<file path="src/logic/niec_cfg.svh">
// Offsets, field positions and reset values of the interrupt block
`ifndef NIEC_CFG_SVH
`define NIEC_CFG_SVH
// Register offsets
`define NIEC_OFS_CTRL   8'he6
`define NIEC_OFS_EDGE   8'hf2
`define NIEC_OFS_PEND   8'hf3
`define NIEC_OFS_MASK   8'hf4
`define NIEC_OFS_PRIO   8'hf5
`define NIEC_OFS_NEST   8'hf7
`define NIEC_OFS_SRC    8'hf8
`define NIEC_OFS_ISEG   8'hf9
`define NIEC_OFS_VEC    8'hfa
`define NIEC_OFS_CSEG   8'hfb
// Central control fields
`define NIEC_CTRL_IEN   4
`define NIEC_CTRL_IAM   3
// Source-select fields
`define NIEC_SRC_A0S    0
`define NIEC_SRC_TSEL   1
`define NIEC_SRC_SERIAL_PERIPH_ENABLE   2
`define NIEC_SRC_BMS    3
`define NIEC_SRC_ADSEL  4
`define NIEC_SRC_VBSEL  5
`define NIEC_SRC_FIELD_START_ENABLE  6
`define NIEC_SRC_EXTENDED_CONTEXT_BIT  7
// Reset values
`define NIEC_RST_CPL    3'h7
`define NIEC_RST_SRC    8'h03
`define NIEC_RST_ZERO   8'h00
`endif

</file>
<file path="src/logic/niec_pkg.sv">
// Types shared by the interrupt block
`default_nettype none
package niec_pkg;
    // Register port request
    typedef struct packed {
        logic [7:0] addr;
        logic [7:0] wdata;
        logic       wr;
        logic       rd;
    } niec_bus_s;
    // Sequencer states
    typedef enum logic [3:0] {
        SQ_IDLE    = 4'h0,
        SQ_PSH_PCL = 4'h1,
        SQ_PSH_PCH = 4'h2,
        SQ_PSH_CSR = 4'h3,
        SQ_PSH_FLG = 4'h4,
        SQ_VEC_RD  = 4'h5,
        SQ_VEC_WT  = 4'h6,
        SQ_VEC_LD  = 4'h7,
        SQ_POP_FLG = 4'h8,
        SQ_POP_CSR = 4'h9,
        SQ_POP_PCH = 4'ha,
        SQ_POP_PCL = 4'hb,
        SQ_POP_WT  = 4'hc,
        SQ_RET_FIN = 4'hd
    } niec_state_e;
    // Kind of byte being popped
    typedef enum logic [2:0] {
        PK_NONE = 3'h0,
        PK_FLG  = 3'h1,
        PK_CSR  = 3'h2,
        PK_PCH  = 3'h3,
        PK_PCL  = 3'h4
    } niec_pop_e;
endpackage
`default_nettype wire

</file>
<file path="src/logic/niec_top.sv">
// Nested interrupt sequencer and eight external interrupt channels
//
// Functional notes
// - Nested ack sets stack bit at current level
// - Nested ack loads level with request priority
// - Entry: disable, save, load, push, vector
// - Extended context loads segment, else swaps
// - Return pops flags, segment, PC, enables
// - Nested return restores level from stack
// - Plain return swaps segment unless still nested
// - Eight pins map to A0 through D1
// - Edge select picks rising or falling
// - Edge and pending bits ordered A0 first
// - Mask bits run bit7 A0 to bit0 D1
// - Pair priority: even level, odd next
// - A0 source pin or watchdog by select
// - Timer select zero routes timers to A1, D0
// - B0 pin only when serial and bus zero
// - B1 converter done when select set
// - C0 blanking end when sync bit set
// - C1 field start when enable set
// - D1 always from pin 7
// - Acknowledge only if priority below level
// - Level 7 requests never acknowledged
// - Mode bit picks concurrent or nested
// - Equal priority: daisy chain A0 first
`include "niec_cfg.svh"
`default_nettype none
module niec_top #(
    parameter int NUM_CH = 8
) (
    // Clock and reset
    input  wire logic               sys_clk,
    input  wire logic               rst_n,
    // Register port
    input  wire niec_pkg::niec_bus_s bus_req,
    output logic [7:0]              bus_rdata,
    // External pins and internal sources
    input  wire logic [7:0]         ext_pin,
    input  wire logic               wdt_irq,
    input  wire logic               tim0_irq,
    input  wire logic               tim1_irq,
    input  wire logic               spi_irq,
    input  wire logic               adc_irq,
    input  wire logic               end_of_vertical_blanking,
    input  wire logic               field_start_event,
    // CPU sequencer handshake
    input  wire logic               cpu_accept,
    input  wire logic               cpu_iret,
    input  wire logic [15:0]        cpu_pc,
    input  wire logic [7:0]         cpu_flags,
    output logic                    irq_req,
    output logic                    seq_busy,
    // Stack port
    output logic                    stack_wr,
    output logic                    stack_rd,
    output logic [7:0]              stack_wdata,
    input  wire logic [7:0]         stack_rdata,
    // Vector table port
    output logic                    vec_rd,
    output logic [7:0]              vec_addr,
    input  wire logic [15:0]        vec_rdata,
    // Context loads
    output logic                    pc_load,
    output logic [15:0]             pc_value,
    output logic                    flags_load,
    output logic [7:0]              flags_value,
    output logic [7:0]              exec_segment
);
    import niec_pkg::*;

    // Only the documented channel count is served
    if (NUM_CH != 8) begin : g_bad_ch
        $error("niec_top serves exactly eight channels");
    end

    // Software registers
    logic [7:0]  edge_sel_q;        // ext_edge_select
    logic [7:0]  pend_q;            // ext_pending_flags
    logic [7:0]  pend_d;            // Next pending flags
    logic [7:0]  mask_q;            // ext_mask_bits
    logic [7:0]  prio_q;            // ext_pair_priority
    logic [7:0]  nest_q;            // Nesting stack, one-hot per level
    logic [7:0]  src_q;             // Source selects and context bit
    logic [7:0]  iseg_q;            // Interrupt segment
    logic [7:0]  ivr_q;             // Vector register
    logic [7:0]  cseg_q;            // Code segment
    logic        ien_q;             // Global enable
    logic        iam_q;             // Arbitration mode, 1 = nested
    logic [2:0]  cpl_q;             // Current priority level
    // Pin sync, edge detect and arbitration
    logic [7:0]  pin_s1_q;          // First sync stage only
    logic [7:0]  pin_s2_q;          // Synchronised pins
    logic [7:0]  src_prev_q;        // Previous channel source level
    logic [7:0]  src_now;           // Selected channel source
    logic [7:0]  edge_hit;          // Trigger event this cycle
    logic [2:0]  ch_prl [8];        // Priority per channel
    logic        win_vld;           // Some channel requesting
    logic [2:0]  win_ch;            // Winning channel
    logic [2:0]  win_prl;           // Winning priority
    logic [2:0]  tk_ch_q;           // Channel taken
    // Sequencer
    niec_state_e st_q;              // Sequencer state
    niec_pop_e   pk_q;              // Pop kind beside strobe
    niec_pop_e   pk2_q;             // Pop kind beside data
    logic [15:0] pc_sav_q;          // PC captured at entry
    logic [7:0]  flg_sav_q;         // Flags captured at entry
    logic [7:0]  pch_q;             // Popped PC high byte
    logic [3:0]  depth_q;           // Routines in service
    logic        use_iseg_q;        // Interrupt segment in place of code segment
    logic        take;              // Entry starts this cycle
    logic        ret;               // Return starts this cycle
    logic        wr_ctrl;           // Software writes central control
    logic        extended_context_bit;             // Extended context selected
    logic [2:0]  low_nest;          // Lowest set stack bit

    assign take    = cpu_accept && irq_req && (st_q == SQ_IDLE);
    assign ret     = cpu_iret && (st_q == SQ_IDLE) && !cpu_accept;
    assign wr_ctrl = bus_req.wr && (bus_req.addr == `NIEC_OFS_CTRL);
    assign extended_context_bit   = src_q[`NIEC_SRC_EXTENDED_CONTEXT_BIT];

    // Two-flop pin synchroniser; stage one feeds stage two only
    always_ff @(posedge sys_clk) begin
        if (!rst_n) begin
            pin_s1_q <= `NIEC_RST_ZERO;
            pin_s2_q <= `NIEC_RST_ZERO;
        end else begin
            pin_s1_q <= ext_pin;
            pin_s2_q <= pin_s1_q;
        end
    end

    // Source muxing per channel, A0 at index 0
    always_comb begin
        src_now[0] = src_q[`NIEC_SRC_A0S] ? pin_s2_q[0] : wdt_irq;
        src_now[1] = src_q[`NIEC_SRC_TSEL] ? pin_s2_q[1] : tim0_irq;
        src_now[2] = (!src_q[`NIEC_SRC_SERIAL_PERIPH_ENABLE] && !src_q[`NIEC_SRC_BMS]) ? pin_s2_q[2] : spi_irq;
        src_now[3] = src_q[`NIEC_SRC_ADSEL] ? adc_irq : pin_s2_q[3];
        src_now[4] = src_q[`NIEC_SRC_VBSEL] ? end_of_vertical_blanking : pin_s2_q[4];
        src_now[5] = src_q[`NIEC_SRC_FIELD_START_ENABLE] ? field_start_event : pin_s2_q[5];
        src_now[6] = src_q[`NIEC_SRC_TSEL] ? pin_s2_q[6] : tim1_irq;
        src_now[7] = pin_s2_q[7];
    end

    // Edge detect and priority per channel
    for (genvar i = 0; i < 8; i++) begin : g_ch
        // Rising when select is one, falling when zero
        assign edge_hit[i] = edge_sel_q[i] ? (src_now[i] && !src_prev_q[i])
                                           : (!src_now[i] && src_prev_q[i]);
        // Pair field from the top, odd channel one level lower
        assign ch_prl[i] = {prio_q[7 - 2 * (i / 2)], prio_q[6 - 2 * (i / 2)], 1'(i % 2)};
    end

    // Previous source level; a mux change may look like an edge
    always_ff @(posedge sys_clk) begin
        if (!rst_n) begin
            src_prev_q <= `NIEC_RST_ZERO;
        end else begin
            src_prev_q <= src_now;
        end
    end

    // Lowest priority value wins, earliest channel on a tie
    always_comb begin
        win_vld = 1'b0;
        win_ch  = 3'h0;
        win_prl = 3'h7;
        for (int i = 0; i < 8; i++) begin
            // Mask bit 7 belongs to A0
            if (pend_q[i] && mask_q[7 - i] && (!win_vld || ch_prl[i] < win_prl)) begin
                win_vld = 1'b1;
                win_ch  = 3'(i);
                win_prl = ch_prl[i];
            end
        end
    end

    // Lowest set bit of the nesting stack
    always_comb begin
        low_nest = 3'h7;
        for (int i = 7; i >= 0; i--) begin
            if (nest_q[i]) begin
                low_nest = 3'(i);
            end
        end
    end

    // Request flag toward the CPU, blocked while sequencing
    always_ff @(posedge sys_clk) begin
        if (!rst_n) begin
            irq_req <= 1'b0;
        end else begin
            // Strict compare keeps level 7 out for good
            irq_req <= win_vld && ien_q && (win_prl < cpl_q) && (st_q == SQ_IDLE) && !take;
        end
    end

    // Edge, mask, priority, source, interrupt segment and vector registers
    always_ff @(posedge sys_clk) begin
        if (!rst_n) begin
            edge_sel_q <= `NIEC_RST_ZERO;
            mask_q     <= `NIEC_RST_ZERO;
            prio_q     <= `NIEC_RST_ZERO;
            src_q      <= `NIEC_RST_SRC;
            iseg_q     <= `NIEC_RST_ZERO;
            ivr_q      <= `NIEC_RST_ZERO;
        end else if (bus_req.wr) begin
            unique case (bus_req.addr)
                `NIEC_OFS_EDGE: edge_sel_q <= bus_req.wdata;
                `NIEC_OFS_MASK: mask_q     <= bus_req.wdata;
                `NIEC_OFS_PRIO: prio_q     <= bus_req.wdata;
                `NIEC_OFS_SRC:  src_q      <= bus_req.wdata;
                `NIEC_OFS_ISEG: iseg_q     <= bus_req.wdata;
                `NIEC_OFS_VEC:  ivr_q      <= bus_req.wdata;
                default: ;
            endcase
        end
    end

    // Pending flags; an edge wins over any clear in the same cycle
    always_comb begin
        pend_d = pend_q;
        // Hardware clears the winner on acknowledge
        if (take) begin
            pend_d[win_ch] = 1'b0;
        end
        if (bus_req.wr && bus_req.addr == `NIEC_OFS_PEND) begin
            pend_d = bus_req.wdata;
        end
        pend_d = pend_d | edge_hit;
    end

    // Pending register
    always_ff @(posedge sys_clk) begin
        if (!rst_n) begin
            pend_q <= `NIEC_RST_ZERO;
        end else begin
            pend_q <= pend_d;
        end
    end

    // Central control: enable, mode, level
    always_ff @(posedge sys_clk) begin
        if (!rst_n) begin
            ien_q <= 1'b0;
            iam_q <= 1'b0;
            cpl_q <= `NIEC_RST_CPL;
        end else if (take) begin
            ien_q <= 1'b0;
            if (iam_q) begin
                cpl_q <= win_prl;
            end
        end else if (st_q == SQ_RET_FIN) begin
            ien_q <= 1'b1;
            if (iam_q && nest_q != `NIEC_RST_ZERO) begin
                cpl_q <= low_nest;
            end
        end else if (wr_ctrl) begin
            ien_q <= bus_req.wdata[`NIEC_CTRL_IEN];
            iam_q <= bus_req.wdata[`NIEC_CTRL_IAM];
            cpl_q <= bus_req.wdata[2:0];
        end
    end

    // Nesting stack register
    always_ff @(posedge sys_clk) begin
        if (!rst_n) begin
            nest_q <= `NIEC_RST_ZERO;
        end else if (take && iam_q) begin
            nest_q[cpl_q] <= 1'b1;
        end else if (st_q == SQ_RET_FIN && iam_q && nest_q != `NIEC_RST_ZERO) begin
            nest_q[low_nest] <= 1'b0;
        end else if (bus_req.wr && bus_req.addr == `NIEC_OFS_NEST) begin
            nest_q <= bus_req.wdata;
        end
    end

    // Capture what entry must push
    always_ff @(posedge sys_clk) begin
        if (!rst_n) begin
            pc_sav_q  <= 16'h0000;
            flg_sav_q <= `NIEC_RST_ZERO;
            tk_ch_q   <= 3'h0;
        end else if (take) begin
            pc_sav_q  <= cpu_pc;
            flg_sav_q <= cpu_flags;
            tk_ch_q   <= win_ch;
        end
    end

    // Entry and return sequencer
    always_ff @(posedge sys_clk) begin
        if (!rst_n) begin
            st_q <= SQ_IDLE;
        end else begin
            unique case (st_q)
                SQ_IDLE:    st_q <= take ? SQ_PSH_PCL : (ret ? SQ_POP_FLG : SQ_IDLE);
                SQ_PSH_PCL: st_q <= SQ_PSH_PCH;
                SQ_PSH_PCH: st_q <= extended_context_bit ? SQ_PSH_CSR : SQ_PSH_FLG;
                SQ_PSH_CSR: st_q <= SQ_PSH_FLG;
                SQ_PSH_FLG: st_q <= SQ_VEC_RD;
                SQ_VEC_RD:  st_q <= SQ_VEC_WT;
                SQ_VEC_WT:  st_q <= SQ_VEC_LD;
                SQ_VEC_LD:  st_q <= SQ_IDLE;
                SQ_POP_FLG: st_q <= extended_context_bit ? SQ_POP_CSR : SQ_POP_PCH;
                SQ_POP_CSR: st_q <= SQ_POP_PCH;
                SQ_POP_PCH: st_q <= SQ_POP_PCL;
                SQ_POP_PCL: st_q <= SQ_POP_WT;
                SQ_POP_WT:  st_q <= SQ_RET_FIN;
                SQ_RET_FIN: st_q <= SQ_IDLE;
                default:    st_q <= SQ_IDLE;
            endcase
        end
    end

    // Stack write strobe and byte
    always_ff @(posedge sys_clk) begin
        if (!rst_n) begin
            stack_wr    <= 1'b0;
            stack_wdata <= `NIEC_RST_ZERO;
        end else begin
            stack_wr <= st_q inside {SQ_PSH_PCL, SQ_PSH_PCH, SQ_PSH_CSR, SQ_PSH_FLG};
            unique case (st_q)
                SQ_PSH_PCL: stack_wdata <= pc_sav_q[7:0];
                SQ_PSH_PCH: stack_wdata <= pc_sav_q[15:8];
                SQ_PSH_CSR: stack_wdata <= cseg_q;
                SQ_PSH_FLG: stack_wdata <= flg_sav_q;
                default:    stack_wdata <= stack_wdata;
            endcase
        end
    end

    // Stack read strobe and pop kind pipeline
    always_ff @(posedge sys_clk) begin
        if (!rst_n) begin
            stack_rd <= 1'b0;
            pk_q     <= PK_NONE;
            pk2_q    <= PK_NONE;
        end else begin
            stack_rd <= st_q inside {SQ_POP_FLG, SQ_POP_CSR, SQ_POP_PCH, SQ_POP_PCL};
            pk2_q    <= pk_q;
            unique case (st_q)
                SQ_POP_FLG: pk_q <= PK_FLG;
                SQ_POP_CSR: pk_q <= PK_CSR;
                SQ_POP_PCH: pk_q <= PK_PCH;
                SQ_POP_PCL: pk_q <= PK_PCL;
                default:    pk_q <= PK_NONE;
            endcase
        end
    end

    // Vector fetch: table entry chosen by vector register and channel
    always_ff @(posedge sys_clk) begin
        if (!rst_n) begin
            vec_rd   <= 1'b0;
            vec_addr <= `NIEC_RST_ZERO;
        end else begin
            vec_rd <= (st_q == SQ_VEC_RD);
            if (st_q == SQ_VEC_RD) begin
                vec_addr <= {ivr_q[7:4], tk_ch_q, 1'b0};
            end
        end
    end

    // PC and flags loads toward the core
    always_ff @(posedge sys_clk) begin
        if (!rst_n) begin
            pc_load     <= 1'b0;
            pc_value    <= 16'h0000;
            flags_load  <= 1'b0;
            flags_value <= `NIEC_RST_ZERO;
            pch_q       <= `NIEC_RST_ZERO;
        end else begin
            pc_load    <= (st_q == SQ_VEC_LD) || (st_q == SQ_RET_FIN);
            flags_load <= (pk2_q == PK_FLG);
            if (st_q == SQ_VEC_LD) begin
                pc_value <= vec_rdata;
            end else if (st_q == SQ_RET_FIN) begin
                pc_value <= {pch_q, stack_rdata};
            end
            if (pk2_q == PK_FLG) begin
                flags_value <= stack_rdata;
            end
            if (pk2_q == PK_PCH) begin
                pch_q <= stack_rdata;
            end
        end
    end

    // Code segment, segment swap and service depth
    always_ff @(posedge sys_clk) begin
        if (!rst_n) begin
            cseg_q     <= `NIEC_RST_ZERO;
            use_iseg_q <= 1'b0;
            depth_q    <= 4'h0;
        end else begin
            if (st_q == SQ_VEC_LD) begin
                depth_q <= depth_q + 4'h1;
                if (extended_context_bit) begin
                    cseg_q <= iseg_q;
                end else begin
                    use_iseg_q <= 1'b1;
                end
            end else if (st_q == SQ_RET_FIN) begin
                depth_q <= (depth_q == 4'h0) ? 4'h0 : depth_q - 4'h1;
                // Stay on the interrupt segment while an outer routine is live
                if (!extended_context_bit && depth_q <= 4'h1) begin
                    use_iseg_q <= 1'b0;
                end
            end else if (pk2_q == PK_CSR) begin
                cseg_q <= stack_rdata;
            end else if (bus_req.wr && bus_req.addr == `NIEC_OFS_CSEG) begin
                cseg_q <= bus_req.wdata;
            end
        end
    end

    // Segment the core fetches from
    always_ff @(posedge sys_clk) begin
        if (!rst_n) begin
            exec_segment <= `NIEC_RST_ZERO;
            seq_busy     <= 1'b0;
        end else begin
            exec_segment <= use_iseg_q ? iseg_q : cseg_q;
            seq_busy     <= (st_q != SQ_IDLE) || take || ret;
        end
    end

    // Read data one cycle after the strobe; unmapped reads zero
    always_ff @(posedge sys_clk) begin
        if (!rst_n) begin
            bus_rdata <= `NIEC_RST_ZERO;
        end else if (bus_req.rd) begin
            unique case (bus_req.addr)
                `NIEC_OFS_CTRL: bus_rdata <= {3'h0, ien_q, iam_q, cpl_q};
                `NIEC_OFS_EDGE: bus_rdata <= edge_sel_q;
                `NIEC_OFS_PEND: bus_rdata <= pend_q;
                `NIEC_OFS_MASK: bus_rdata <= mask_q;
                `NIEC_OFS_PRIO: bus_rdata <= prio_q;
                `NIEC_OFS_NEST: bus_rdata <= nest_q;
                `NIEC_OFS_SRC:  bus_rdata <= src_q;
                `NIEC_OFS_ISEG: bus_rdata <= iseg_q;
                `NIEC_OFS_VEC:  bus_rdata <= ivr_q;
                `NIEC_OFS_CSEG: bus_rdata <= cseg_q;
                default:        bus_rdata <= `NIEC_RST_ZERO;
            endcase
        end else begin
            bus_rdata <= `NIEC_RST_ZERO;
        end
    end

endmodule
`default_nettype wire

</file>
<file path="config.mk">
export PLATFORM = sky130hd
export DESIGN_NAME = niec_top
export DESIGN_NICKNAME = d
export VERILOG_FILES = /design/src/logic/niec_pkg.sv /design/src/logic/niec_top.sv
export VERILOG_INCLUDE_DIRS = /design/src /design/src/logic
export SDC_FILE = /design/constraint.sdc
export NUM_CORES = 1
export LEC_CHECK = 0
export ABC_AREA = 1
export BUFFER_PORTS_ARGS = -buffer_cell sky130_fd_sc_hd__buf_4
export CAP_MARGIN = 20
export CORE_AREA = 2 2 148 150
export DETAILED_ROUTE_END_ITERATION = 12
export DIE_AREA = 0 0 150 152
export HOLD_SLACK_MARGIN = 0.15
export PLACE_DENSITY = 0.69
export SLEW_MARGIN = 10
export SYNTH_ARGS = -nofsm -noshare
export SYNTH_HDL_FRONTEND = slang
export SYNTH_SLANG_ARGS = --single-unit
</file>
<file path="constraint.sdc">
create_clock -name sys_clk -period 6.4 [get_ports sys_clk]
set_input_delay 0.64 -clock sys_clk [delete_from_list [all_inputs] [get_ports sys_clk]]
set_output_delay 0.64 -clock sys_clk [all_outputs]
set_load 0.02 [all_outputs]
</file>
==> impl_metrics.tcl <==
set metrics [dict create \
    outcome "completed" \
    grt_pass1_wl_um 47100 \
    cp-endpoint "irq_req$_SDFF_PN0_" \
    setup_ws_ps 367 \
    slew_headroom_pct 31.0 \
    hold_violations 0 \
    path_class "reg -> reg" \
    grt_overflow_total 0 \
    cts_buffers 24 \
    crit_cells 55 \
    fillCellCount 2131 \
    drtPass1Iterations 8 \
    p_per_area_nw_per_um2 253 \
    pre_cts_ws_ps -219 \
    stdcell_count 1772 \
    drt-vias-per-instance 5.43 \
    hp-class "in -> reg" \
    clk_pin_slew_ps 60 \
    ys.flop_type "dfxtp_1" \
    avgSynthCellArea_um2 7.16 \
    regArea_um2 4270 \
    cts_root_buffer "clkbuf_16" \
    skew_ps 13.2 \
    die-area_um2 22800 \
    worst-path-max-fanout 8 \
    synth_area_leaders "dfxtp_1 45%, nand2_1 9.8%, inv_1 7.8%" \
    setup_viol 0 \
    port-buffer-count 146 \
    final_antenna_net_count 0 \
    cts_tree "yes" \
    place.gp.congestion 1.01 \
    clockBufferDepth 3 \
    seqPwrFrac_pct 46.2 \
    die_w_um 150 \
    netSwitchingPower_uw 719 \
    post-dp-hpwl_um 21600 \
    die_h_um 152 \
    drcViolationCount 0 \
    cp-start-kind "flop" \
    ys_types 43 \
    worstRegToRegCells 55 \
    grt_max_degree 110 \
    hold_ws_ps 298 \
    diodes 0 \
    post-route-period-util_pct 94.3 \
    grt_pass1_vias 8893 \
    worstMarginPinSlew_ps 1030 \
    arrival_ps 6490 \
    synth_common_cells "251 x nand2_1, 213 x dfxtp_1, 198 x inv_1" \
    cp_top_family "simple AND/OR/NAND/NOR gates" \
    synth_top_family_by_area "compound AO/OA/AOI/OAI gates" \
    nNetsFinal 1576 \
    period_needed_ps 6030 \
    critical_path_required_ps 6850 \
    r2r_end "irq_req$_SDFF_PN0_" \
    multi_input_area_um2 4420 \
    drt_iter0_drc 960 \
    drive_above_1_share_pct 16.0 \
    synth_top_area_share_pct 44.5 \
    crit_top_cell "nand2_1" \
    place_inst 1724 \
    routedWlPerCell_um 16.9 \
    cap_violations 0 \
    antenna_found_initial 0 \
    synth_top_area_cell "dfxtp_1" \
    comb_power_share_pct 8.1 \
    r2r_setup_slack_ps 370 \
    grt_util_all_layers_pct 25.7 \
    wl_um 30000 \
    synth-adder-area-share_pct 1.96 \
    sw_frac_of_total_pct 24.1 \
    r2r_start "pend_q[0]$_SDFF_PN0_" \
    critPathMaxStageDelay_ps 350 \
    largestRegisters "pc_sav_q: 16 flops, pc_value: 16 flops" \
    synth-xor-area-share_pct 0.0915 \
    crit_path_end_kind "flop" \
    yosysSeqAreaShare_pct 44.5 \
    syn_inst 1338 \
    synthMostInstantiatedCell "nand2_1" \
    crit_buf_inv 3 \
    p_leak_nw 5.34 \
    power.total_mw 2.98 \
    worstHoldStart "ext_pin[5]" \
    critPathLaunch "pend_q[0]$_SDFF_PN0_" \
    max_freq_mhz 166 \
    ys.warnings.count 0 \
    syn_nets 1438 \
    tns_ps 0 \
    htree_num_levels 1 \
    synth-compound-area-share_pct 22.7 \
    core_area_um2 21400 \
    slew_viol_final 0 \
    async_flop_share_pct 0 \
    ios 148 \
    p_int_mw 2.26 \
    clkPwrFrac_pct 45.7 \
    hold_buffers 0 \
    synthesis.area_um2 9580 \
    ir_worst_vdd_mv 0.181 \
    slowest_stage "dfxtp_2" \
    clk_latency_ps 530 \
    start_util_pct 44.9 \
    synth-seq-cells 213 \
    area_growth_pct 23.3 \
    synth.area.mux_share_pct 0 \
    synth-simple-area-share_pct 20.7 \
    synth_enable_flop_cells 0 \
    cts_num_sinks 213 \
    rows 54 \
    vias 9618 \
]
[cell type report]
class                   count  area share (%)
flip-flops and latches    213            36.2
multi-input cells         873            37.5
repair buffers            164            10.4
well taps                 280            2.97
clock inverters             9           0.901
clock buffers              33            5.71
inverters                 200            6.36
[worst register-to-register path: cells and delay by family (launching register included)]
kind / cells / cell delay [ps]
AND/OR/NAND/NOR: 37 / 2800
adder cells (fa/ha/maj): 7 / 1860
buffers and inverters: 3 / 150
AO/OA/AOI/OAI: 8 / 800
flip-flops: 1 / 350
[what timing repair did]
| item | CTS | global route |
|---|---|---|
| buffers inserted | 0 | 6 |
| hold endpoints to repair | 0 | 0 |
| pin swaps | 0 | 9 |
| gates cloned | 0 | 0 |
| gates resized for setup | 4 | 19 |
| endpoints found under the setup margin | 1 | 3 |
[cells in the final DEF (no fill, tap or decap), types with 3 or more instances in the layout]
cell type / instances
nand2_1: 249
dfxtp_1: 209
inv_1: 196
buf_4: 164
o21ai_0: 139
nor2_1: 128
a21oi_1: 123
nand3_1: 47
clkbuf_16: 24
a31oi_1: 22
a221oi_1: 21
nor3_1: 18
a22oi_1: 16
ha_1: 13
o22ai_1: 12
nand2_2: 11
o221ai_1: 11
a211oi_1: 7
o21ai_2: 6
clkinv_2: 6
nand4_1: 5
nor4_1: 5
clkbuf_1: 5
nand2_4: 4
o21ai_1: 4
o21bai_1: 4
clkbuf_8: 4
dfxtp_2: 4
nor2_2: 3
clkinv_1: 3
[how the worst min path moves through the flow]
| stage | to | slack, ps | depth (start not counted) |
|---|---|---|---|
| finish | pin_s1_q[5]$_SDFF_PN0_ | 300 | 3 |
| global route | pin_s1_q[7]$_SDFF_PN0_ | 300 | 3 |
| detailed placement | pin_s2_q[0]$_SDFF_PN0_ | 400 | 2 |
| CTS | pin_s1_q[5]$_SDFF_PN0_ | 290 | 3 |
| global placement | pin_s2_q[5]$_SDFF_PN0_ | 390 | 2 |
| floorplan | pin_s2_q[0]$_SDFF_PN0_ | 390 | 2 |
[power groups by stage]
stage	Sequential (mW)	Combinational, mW	Clock, mW
after global routing	1.38	0.266	1.44
after detailed placement	1.41	0.239	0
after CTS	1.38	0.240	1.39
after global placement	1.41	0.238	0
final	1.38	0.242	1.36
after floorplan	1.43	0.100	0
[kinds of logic (layout without fill, tap and decap cells)]
kind of cell	after synthesis	after routing
other	1	1
flip-flops	213	213
buffers and inverters	252	406
adder cells (fa/ha/maj)	15	15
AO/OA/AOI/OAI	378	378
XOR/XNOR	1	1
AND/OR/NAND/NOR	478	478
[through the flow]
step / util (%) / area, um2
after detailed placement: 51.1 / 10900
after CTS: 54.7 / 11700
after global placement: 51.1 / 10900
after floorplan: - / 9580
final: 55.3 / 11800
after global routing: 55.3 / 11800
[per-layer routing]
metal	part of all wire, %	global-route usage (%)
met2	45	40.1
met3	8.5	4.77
met5	0	0
met4	4.0	9.75
met1	43	35.3
Power figures use the tool's default switching activity.
